<file path="config.mk">
export PLATFORM = sky130hd
export DESIGN_NAME = tcp_cmd_port
export DESIGN_NICKNAME = d
export VERILOG_FILES = /design/src/inc/tcp_pkg.sv /design/src/inc/tcp_conv_if.sv /design/src/tcp_conv_timer.sv /design/src/tcp_cmd_port.sv
export SDC_FILE = /design/constraint.sdc
export NUM_CORES = 1
export LEC_CHECK = 0
export BUFFER_PORTS_ARGS = -buffer_cell sky130_fd_sc_hd__buf_2
export CORE_MARGIN = 10
export CORE_UTILIZATION = 35
export DETAILED_ROUTE_END_ITERATION = 7
export PLACE_DENSITY = 0.59
export SYNTH_ARGS = -nofsm -noshare
export SYNTH_HDL_FRONTEND = slang
export SYNTH_SLANG_ARGS = --single-unit
</file>
<file path="constraint.sdc">
create_clock -name core_clk -period 2.29 [get_ports core_clk]
set_input_delay 0.1145 -clock core_clk [delete_from_list [all_inputs] [get_ports core_clk]]
set_output_delay 0.1145 -clock core_clk [all_outputs]
set_load 0.02 [all_outputs]
</file>
<file path="src/inc/tcp_pkg.sv">
package tcp_pkg;

  // core clock
  localparam real CLK_PERIOD_NS = 10.0;

  // longest 9-bit conversion time; the other resolutions double it per step
  localparam real CONV9_TIME_MS = 93.75;
  localparam int unsigned CONV9_CYC = int'($floor(CONV9_TIME_MS * 1.0e6 / CLK_PERIOD_NS));
  localparam int CNT_W = 27;

  // nonvolatile write cycle shown as busy
  localparam real NV_WRITE_TIME_MS = 10.0;
  localparam int unsigned NV_WRITE_CYC = int'($ceil(NV_WRITE_TIME_MS * 1.0e6 / CLK_PERIOD_NS));
  localparam int NV_CNT_W = 20;

  // word widths
  localparam int CMD_W = 8;
  localparam int THR_W = 12;
  localparam int CFG_W = 8;
  localparam int RD_W = 16;
  localparam int BIT_CNT_W = 4;
  localparam logic [BIT_CNT_W-1:0] CMD_LAST_BIT = 4'h7;
  localparam logic [BIT_CNT_W-1:0] THR_LAST_BIT = 4'hb;
  localparam logic [BIT_CNT_W-1:0] CFG_LAST_BIT = 4'h7;

  // command codes
  localparam logic [CMD_W-1:0] CMD_START_CONV = 8'h51;
  localparam logic [CMD_W-1:0] CMD_STOP_CONV = 8'h22;
  localparam logic [CMD_W-1:0] CMD_FETCH_TEMP = 8'haa;
  localparam logic [CMD_W-1:0] CMD_FETCH_UPPER_LIMIT = 8'ha1;
  localparam logic [CMD_W-1:0] CMD_FETCH_LOWER_LIMIT = 8'ha2;
  localparam logic [CMD_W-1:0] CMD_STORE_UPPER_LIMIT = 8'h01;
  localparam logic [CMD_W-1:0] CMD_STORE_LOWER_LIMIT = 8'h02;
  localparam logic [CMD_W-1:0] CMD_FETCH_SETUP = 8'hac;
  localparam logic [CMD_W-1:0] CMD_STORE_SETUP = 8'h0c;
  localparam logic [CMD_W-1:0] CMD_SOFT_POR = 8'h54;

  // conversion_setup_register fields
  localparam int CFG_CONV_DONE = 7;
  localparam int CFG_OVER_FLAG = 6;
  localparam int CFG_UNDER_FLAG = 5;
  localparam int CFG_NV_BUSY = 4;
  localparam int CFG_RES_HI = 3;
  localparam int CFG_RES_LO = 2;
  localparam int CFG_ONE_SHOT = 0;
  localparam int NV_W = 4;
  localparam logic [NV_W-1:0] NV_FACTORY = 4'hc;
  localparam logic [THR_W-1:0] THR_FACTORY = 12'h000;
  localparam logic [THR_W-1:0] TEMP_POWERUP = 12'h000;

  typedef enum logic [3:0] {
    PH_CMD = 4'b0001,
    PH_WRITE = 4'b0010,
    PH_READ = 4'b0100,
    PH_HOLD = 4'b1000
  } tcp_phase_t;

  typedef enum logic [1:0] {
    CV_IDLE = 2'b01,
    CV_RUN = 2'b10
  } tcp_conv_state_t;

  // unused low bits per resolution read as zero
  function automatic logic [THR_W-1:0] resMask(input logic [1:0] res);
    case (res)
      2'h0: resMask = 12'hff8;
      2'h1: resMask = 12'hffc;
      2'h2: resMask = 12'hffe;
      default: resMask = 12'hfff;
    endcase
  endfunction

endpackage

</file>
<file path="src/inc/tcp_conv_if.sv">
interface tcp_conv_if;
  logic startReq;
  logic stopReq;
  logic haltReq;
  logic oneShot;
  logic [1:0] resolution;
  logic busy;
  logic convDone;

  modport ctrl (
    output startReq, stopReq, haltReq, oneShot, resolution,
    input busy, convDone
  );

  modport timer (
    input startReq, stopReq, haltReq, oneShot, resolution,
    output busy, convDone
  );
endinterface

</file>
<file path="src/tcp_conv_timer.sv">
module tcp_conv_timer
  import tcp_pkg::*;
#(
  parameter int unsigned BASE_CYC = CONV9_CYC
) (
  // clock and reset
  input wire logic core_clk,
  input wire logic rst,
  // conversion control
  tcp_conv_if.timer conv
);

  tcp_conv_state_t stateQ;
  logic [CNT_W-1:0] cntQ;
  logic contQ;
  logic doneQ;
  logic [CNT_W-1:0] loadVal;
  logic stopNow;

  assign loadVal = CNT_W'(BASE_CYC) << conv.resolution;
  assign stopNow = conv.stopReq && contQ;
  assign conv.busy = (stateQ == CV_RUN);
  assign conv.convDone = doneQ;

  always_ff @(posedge core_clk) begin
    if (rst || conv.haltReq) begin
      stateQ <= CV_IDLE;
      cntQ <= '0;
      contQ <= 1'b0;
    end else begin
      case (stateQ)
        CV_IDLE: begin
          if (conv.startReq) begin
            stateQ <= CV_RUN;
            cntQ <= loadVal - 1'b1;
            contQ <= !conv.oneShot;
          end
        end
        CV_RUN: begin
          // a stop while in one-shot mode is ignored
          if (stopNow) begin
            stateQ <= CV_IDLE;
          end else if (cntQ == '0) begin
            if (contQ) begin
              cntQ <= loadVal - 1'b1;
            end else begin
              stateQ <= CV_IDLE;
            end
          end else begin
            cntQ <= cntQ - 1'b1;
          end
        end
        default: stateQ <= CV_IDLE;
      endcase
    end
  end

  always_ff @(posedge core_clk) begin
    if (rst || conv.haltReq) begin
      doneQ <= 1'b0;
    end else begin
      doneQ <= (stateQ == CV_RUN) && (cntQ == '0) && !stopNow;
    end
  end
endmodule

</file>
<file path="src/tcp_cmd_port.sv">
// How it works
// - one-shot mode: single conversion, then standby
// - continuous mode: convert until stop command
// - resolution bits pick length and conversion time
// - all bus words travel least bit first
// - select high opens, low ends, releases data
// - drive on falling edge, release after rising
// - start, stop, reset commands have no data
// - threshold write keeps first twelve bits only
// - commit only after full bit count arrives
// - read data starts right after command byte
// - after response, zeros until select drops
// - code 51h starts conversions
// - code 22h stops continuous conversions
// - AAh temperature, A1h high, A2h low threshold
// - codes 01h, 02h write high, low thresholds
// - ACh reads, 0Ch writes setup byte
// - code 54h restores power-up state, halts conversion
// - setup byte bit order done through one-shot
// - resolution, standalone, one-shot bits are nonvolatile
module tcp_cmd_port
  import tcp_pkg::*;
#(
  parameter int unsigned CONV_BASE_CYC = CONV9_CYC,
  parameter int unsigned NV_WRITE_CYC_P = NV_WRITE_CYC
) (
  // clock and reset
  input wire logic core_clk,
  input wire logic rst,
  // three-wire bus pins
  input wire logic chipSelect,
  input wire logic busClockOrConvertPin,
  input wire logic dataIn,
  output logic dataOut,
  output logic dataOe,
  // temperature front end
  input wire logic [THR_W-1:0] sensorTemp,
  output logic convBusy
);

  tcp_conv_if conv ();

  // pin synchronisers: [0] meta, [1] synced, [2] previous
  logic [1:0] selPipeQ;
  logic [2:0] clkPipeQ;
  logic [1:0] dqPipeQ;
  logic selActive;
  logic riseEdge;
  logic fallEdge;
  logic dqSample;

  // serial engine
  tcp_phase_t phaseQ;
  tcp_phase_t nextPhase;
  logic [BIT_CNT_W-1:0] bitCntQ;
  logic [CMD_W-1:0] cmdShiftQ;
  logic [CMD_W-1:0] cmdQ;
  logic [CMD_W-1:0] cmdNext;
  logic [THR_W-1:0] wrShiftQ;
  logic [THR_W-1:0] wrWord;
  logic [CFG_W-1:0] wrByte;
  logic [BIT_CNT_W-1:0] wrLastBit;
  logic cmdDone;
  logic wrCommit;
  logic porReq;

  // response path
  logic [RD_W-1:0] rdShiftQ;
  logic [RD_W-1:0] readWord;
  logic dataOutQ;
  logic dataOeQ;

  // register state
  logic [NV_W-1:0] nvCfgQ;
  logic [THR_W-1:0] thHighQ;
  logic [THR_W-1:0] thLowQ;
  logic [THR_W-1:0] tempQ;
  logic [THR_W-1:0] tempMasked;
  logic [THR_W-1:0] curMask;
  logic overFlagQ;
  logic underFlagQ;
  logic overSet;
  logic underSet;
  logic [NV_CNT_W-1:0] nvCntQ;
  logic nvBusy;
  logic [CFG_W-1:0] cfgByte;
  logic cfgWrite;

  always_ff @(posedge core_clk) begin
    if (rst) begin
      selPipeQ <= '0;
      clkPipeQ <= '0;
      dqPipeQ <= '0;
    end else begin
      selPipeQ <= {selPipeQ[0], chipSelect};
      clkPipeQ <= {clkPipeQ[1:0], busClockOrConvertPin};
      dqPipeQ <= {dqPipeQ[0], dataIn};
    end
  end

  assign selActive = selPipeQ[1];
  assign riseEdge = clkPipeQ[1] && !clkPipeQ[2];
  assign fallEdge = !clkPipeQ[1] && clkPipeQ[2];
  // data travels the same two stages as the clock, so it is taken as the host held it
  assign dqSample = dqPipeQ[1];

  // commands shift in from the top, so the first bit ends at bit 0
  assign cmdNext = {dqSample, cmdShiftQ[CMD_W-1:1]};
  assign wrWord = {dqSample, wrShiftQ[THR_W-1:1]};
  assign wrByte = wrWord[THR_W-1:THR_W-CFG_W];
  assign wrLastBit = (cmdQ == CMD_STORE_SETUP) ? CFG_LAST_BIT : THR_LAST_BIT;

  always_comb begin
    case (cmdNext)
      CMD_STORE_UPPER_LIMIT, CMD_STORE_LOWER_LIMIT, CMD_STORE_SETUP: nextPhase = PH_WRITE;
      CMD_FETCH_TEMP, CMD_FETCH_UPPER_LIMIT, CMD_FETCH_LOWER_LIMIT, CMD_FETCH_SETUP: nextPhase = PH_READ;
      default: nextPhase = PH_HOLD;
    endcase
  end

  assign cmdDone = selActive && riseEdge && (phaseQ == PH_CMD) && (bitCntQ == CMD_LAST_BIT);
  assign wrCommit = selActive && riseEdge && (phaseQ == PH_WRITE) && (bitCntQ == wrLastBit);
  assign porReq = cmdDone && (cmdNext == CMD_SOFT_POR);
  assign cfgWrite = wrCommit && (cmdQ == CMD_STORE_SETUP);

  // dropping select anywhere returns to command phase, losing a partial write
  always_ff @(posedge core_clk) begin
    if (rst || !selActive) begin
      phaseQ <= PH_CMD;
      bitCntQ <= '0;
    end else if (riseEdge) begin
      case (phaseQ)
        PH_CMD: begin
          if (bitCntQ == CMD_LAST_BIT) begin
            bitCntQ <= '0;
            phaseQ <= nextPhase;
          end else begin
            bitCntQ <= bitCntQ + 1'b1;
          end
        end
        PH_WRITE: begin
          if (wrCommit) begin
            phaseQ <= PH_HOLD;
          end else begin
            bitCntQ <= bitCntQ + 1'b1;
          end
        end
        default: phaseQ <= phaseQ;
      endcase
    end
  end

  always_ff @(posedge core_clk) begin
    if (rst) begin
      cmdShiftQ <= '0;
      cmdQ <= '0;
      wrShiftQ <= '0;
    end else if (selActive && riseEdge) begin
      if (phaseQ == PH_CMD) begin
        cmdShiftQ <= cmdNext;
      end
      if (cmdDone) begin
        cmdQ <= cmdNext;
      end
      if (phaseQ == PH_WRITE) begin
        wrShiftQ <= wrWord;
      end
    end
  end

  always_comb begin
    case (cmdNext)
      CMD_FETCH_TEMP: readWord = {{(RD_W-THR_W){1'b0}}, tempQ};
      CMD_FETCH_UPPER_LIMIT: readWord = {{(RD_W-THR_W){1'b0}}, thHighQ};
      CMD_FETCH_LOWER_LIMIT: readWord = {{(RD_W-THR_W){1'b0}}, thLowQ};
      CMD_FETCH_SETUP: readWord = {{(RD_W-CFG_W){1'b0}}, cfgByte};
      default: readWord = '0;
    endcase
  end

  // zeros fill in behind the response, so the tail reads as zero
  always_ff @(posedge core_clk) begin
    if (rst || !selActive) begin
      rdShiftQ <= '0;
      dataOutQ <= 1'b0;
      dataOeQ <= 1'b0;
    end else if (cmdDone) begin
      rdShiftQ <= readWord;
      dataOeQ <= 1'b0;
    end else if ((phaseQ == PH_READ) && fallEdge) begin
      dataOeQ <= 1'b1;
      dataOutQ <= rdShiftQ[0];
      rdShiftQ <= {1'b0, rdShiftQ[RD_W-1:1]};
    end else if (riseEdge) begin
      dataOeQ <= 1'b0;
    end
  end

  assign dataOut = dataOutQ;
  assign dataOe = dataOeQ;

  // conversion control
  assign conv.startReq = cmdDone && (cmdNext == CMD_START_CONV);
  assign conv.stopReq = cmdDone && (cmdNext == CMD_STOP_CONV);
  assign conv.haltReq = porReq;
  assign conv.oneShot = nvCfgQ[CFG_ONE_SHOT];
  assign conv.resolution = nvCfgQ[CFG_RES_LO +: 2];
  assign convBusy = conv.busy;

  tcp_conv_timer #(
    .BASE_CYC(CONV_BASE_CYC)
  ) u_timer (
    .core_clk(core_clk),
    .rst(rst),
    .conv(conv.timer)
  );

  assign curMask = resMask(conv.resolution);
  assign tempMasked = sensorTemp & curMask;

  // nonvolatile: survives the software reset, only a hard reset loads factory values
  always_ff @(posedge core_clk) begin
    if (rst) begin
      nvCfgQ <= NV_FACTORY;
      thHighQ <= THR_FACTORY;
      thLowQ <= THR_FACTORY;
    end else if (wrCommit) begin
      case (cmdQ)
        CMD_STORE_UPPER_LIMIT: thHighQ <= wrWord & curMask;
        CMD_STORE_LOWER_LIMIT: thLowQ <= wrWord & curMask;
        CMD_STORE_SETUP: nvCfgQ <= wrByte[NV_W-1:0];
        default: nvCfgQ <= nvCfgQ;
      endcase
    end
  end

  always_ff @(posedge core_clk) begin
    if (rst || porReq) begin
      tempQ <= TEMP_POWERUP;
    end else if (conv.convDone) begin
      tempQ <= tempMasked;
    end
  end

  assign overSet = conv.convDone && ($signed(tempMasked) >= $signed(thHighQ));
  assign underSet = conv.convDone && ($signed(tempMasked) <= $signed(thLowQ));

  // a flag raised in the cycle software clears it stays raised
  always_ff @(posedge core_clk) begin
    if (rst || porReq) begin
      overFlagQ <= 1'b0;
      underFlagQ <= 1'b0;
    end else begin
      overFlagQ <= overSet || (cfgWrite ? wrByte[CFG_OVER_FLAG] : overFlagQ);
      underFlagQ <= underSet || (cfgWrite ? wrByte[CFG_UNDER_FLAG] : underFlagQ);
    end
  end

  // busy shown only; a write inside the window is still accepted
  always_ff @(posedge core_clk) begin
    if (rst || porReq) begin
      nvCntQ <= '0;
    end else if (wrCommit) begin
      nvCntQ <= NV_CNT_W'(NV_WRITE_CYC_P);
    end else if (nvBusy) begin
      nvCntQ <= nvCntQ - 1'b1;
    end
  end

  assign nvBusy = (nvCntQ != '0);
  assign cfgByte = {!conv.busy, overFlagQ, underFlagQ, nvBusy, nvCfgQ};
endmodule

</file>
==> results.cfg <==
[outcome]
status = finished, violations left
failed_checks = negative setup slack

[yosys]
yosysSeqAreaShare = 0.3872
yosysWarnings = 0
synth_nets = 984
synth_top_flop_cell = dfxtp_1
syn_area_per_cell_um2 = 8.219
yosys.area_share.adder = 0.05886
synthSimpleGateAreaFrac = 0.2444
ys_ff_latch = 148
synthXorXnorAreaFrac = 0.02060
syn_inst = 931
mappedNetlistArea_um2 = 7652
synth_edf_count = 0
synth_top_family_by_area = simple AND/OR/NAND/NOR gates
synth-compound-area-share = 0.1864
ys_types = 70
synthArstFlopShare = 0
synthMuxAreaShare = 0.05657

[placed_design]
port_buffers = 19
hpwlAfterDp_um = 15350
place_ws_ns = -0.07440
routabilityCongestion = 0.8766

[floorplan]
die_area_um2 = 28180
coreArea_um2 = 21690
io_pins = 20
die_h_um = 167.9
die_w_um = 167.9
start_util = 0.3528
rows = 54

[global_routing]
grt_busiest_layer = met2
grt.met3_usage = 0.03073
antenna_found_initial = 0
grt_usage = 0.1504
grt_util_met1 = 0.2045
overflow = 0
use_met2 = 0.2322
grt_max_degree = 39
grt_pass1_vias = 6768
grt_pass1_wl_um = 35120

[clock_tree]
cts_inserted_buffers = 17
ctsLongestPathBuffers = 2
cts_tree = yes
htree_levels = 4
cts.reportedPaths.clkPinSlew_ns = 0.07
clock-sinks = 148
cts_root_buf = clkbuf_16
insertion_delay_ns = 0.43

[worst_setup_path]
worstSetupPathType = flop to flop
cp.buffers_inverters = 0
path_max_fanout = 4
endpoint_kind = flop
crit_path_top_delay_cell = or4_4
cp-start-kind = flop
crit_family = simple AND/OR/NAND/NOR gates
worst-endpoint-required_ns = 2.61
cp_common_cell = or4_4
crit_chain = or4_4 -> or4_4 -> or4_4 -> a222oi_1 -> o22a_1 -> nor2_1
cp.arrival_ns = 2.68
max_stage_delay_ns = 0.53

[final_layout]
nets = 1128
layout_commonest_cell = dfxtp_1
multi_input_area_um2 = 4671
nFillCells = 2088
layout_common_cells = dfxtp_1 (141), buf_4 (123), nand2_1 (110), nor2_1 (94), a21oi_1 (73)
area.growth.synth_to_final_pct = 33.26
seq_area_um2 = 2974
drive_gt1_frac = 0.2629
n_antenna_cell = 0
final_util = 0.4702

[sta]
slew_headroom = 0.6213
rsz0062_at_grt = true
hold_violations = 0
worstMarginPinSlew_ns = 0.5656
max_freq_mhz = 423.7
skew_ns = 0.01265
period_minus_slack_ns = 2.360
postLayoutSetupSlackWorst_ns = -0.07011
final_max_slew_viol_count = 0
post-route-period-util = 1.031
finalSetupViolations = 6

[drt]
dr.pass1.iters = 6
vias_per_cell = 5.284
wl_per_cell_um = 16.29
drc_errors = 0
drt_iter0_markers = 566
ant_nets = 0
num_vias = 7228
wirelength_um = 22280

[power_and_ir_drop]
p_per_area_nw_per_um2 = 548.7
vdd_ir_drop_max_uv = 458.8
p_leak_nw = 3.781

[worst_hold_path]
min_path_type = primary input to flop

[flow_run]
maxCapViolCount = 0
## cell type report
class                      instances  area share
multi-input combinational        695      0.4580
sequential                       148      0.2917
timing repair buffer             176      0.1442
clock buffer                      18     0.04307
tap                              280     0.03436
clock inverter                    14     0.01509
inverter                          37     0.01362
## flip-flops by register name (all words and copies together), names as in the netlist, 2 cells and up
signal,flops
u_timer.cntQ,27
nvCntQ,20
rdShiftQ,12
tempQ,12
thHighQ,12
thLowQ,12
wrShiftQ,11
cmdQ,8
cmdShiftQ,7
bitCntQ,4
nvCfgQ,4
phaseQ,4
clkPipeQ,3
dqPipeQ,2
selPipeQ,2
u_timer.stateQ,2
## worst reg2reg max path: cells and delay by family, from the launching register on
family           cells  cell delay (ns)
AO/OA/AOI/OAI        2             0.42
flip-flops           1             0.33
AND/OR/NAND/NOR      4             1.50
## per-stage QoR
| step | setup TNS (ns) | std cells | hold slack, ns | power [mW] | instance area [um^2] |
|---|---|---|---|---|---|
| after floorplan | -0.6251 | 931 | 0.2427 | 2.728 | 7725 |
| after global placement | -0.1891 | 1302 | 0.3282 | 2.791 | 8932 |
| after detailed placement | -0.5240 | 1302 | 0.3262 | 2.792 | 8932 |
| after CTS | -0.1512 | 1350 | 0.1090 | 5.650 | 9757 |
| after global routing | -2.223 | 1368 | 0.1509 | 5.790 | 10200 |
| final | -0.1460 | 1368 | 0.1335 | 5.595 | 10200 |
## synthesized netlist by cell type, types with 8 or more instances
master	number	area (um^2)
nor3_1	21	105.1
clkbuf_1	40	150.1
or4_1	10	75.07
a31oi_1	19	118.9
inv_1	36	135.1
nor4_1	17	106.4
ha_1	36	450.4
o21ai_0	48	240.2
dfxtp_1	148	2963
nor2_1	97	364.1
nand3_1	24	120.1
nand2_1	118	442.9
xnor2_1	11	96.34
or3_1	9	56.30
nor2b_1	12	75.07
a21oi_1	77	385.4
a22oi_1	8	60.06
a21o_1	19	142.6
nand2b_1	10	62.56
mux2i_1	41	410.4
nand4_1	8	50.05
## final timing paths
check                                    to   startpoint  depth (start not counted)  slack (ns)
worst max-delay path            rdShiftQ[4]    nvCntQ[7]                          6       -0.07
worst min-delay path            selPipeQ[0]          rst                          2        0.13
worst max register to register  rdShiftQ[4]    nvCntQ[7]                          6       -0.07
worst min register to register  selPipeQ[1]  selPipeQ[0]                          1        0.44
## cell families (layout without fill, tap and decap cells)
group | Yosys count | after routing
AO/OA/AOI/OAI | 227 | 227
XOR/XNOR | 18 | 18
adder cells (fa/ha/maj) | 36 | 36
buffers and inverters | 88 | 245
flip-flops | 148 | 148
multiplexers | 43 | 43
AND/OR/NAND/NOR | 371 | 371
## layer usage
layer  wire length (um)  vias to the layer above
met2              10420                      137
met1              10750                     3431
met3                805                       28
met5                  0                        -
met4                307                        0
li1                   -                     3632
## report_power, final
| group | leakage [nW] | internal, mW | total, mW | switching, mW |
|---|---|---|---|---|
| sequential | 1.19 | 2.58 | 2.58 | 0.00260 |
| combinational | 2.29 | 0.0769 | 0.179 | 0.102 |
| clock | 0.292 | 1.58 | 2.84 | 1.26 |
## timing repair
action / 4_1_cts / 5_1_grt
gates resized for setup: 16 / 73
hold endpoints to repair: 13 / 0
hold buffers: 13 / 0
pin swaps: 6 / 29
buffers inserted: 3 / 15
gates cloned: 0 / 3
endpoints found under the setup margin: 49 / 82
(Power assumes the default switching activity.)
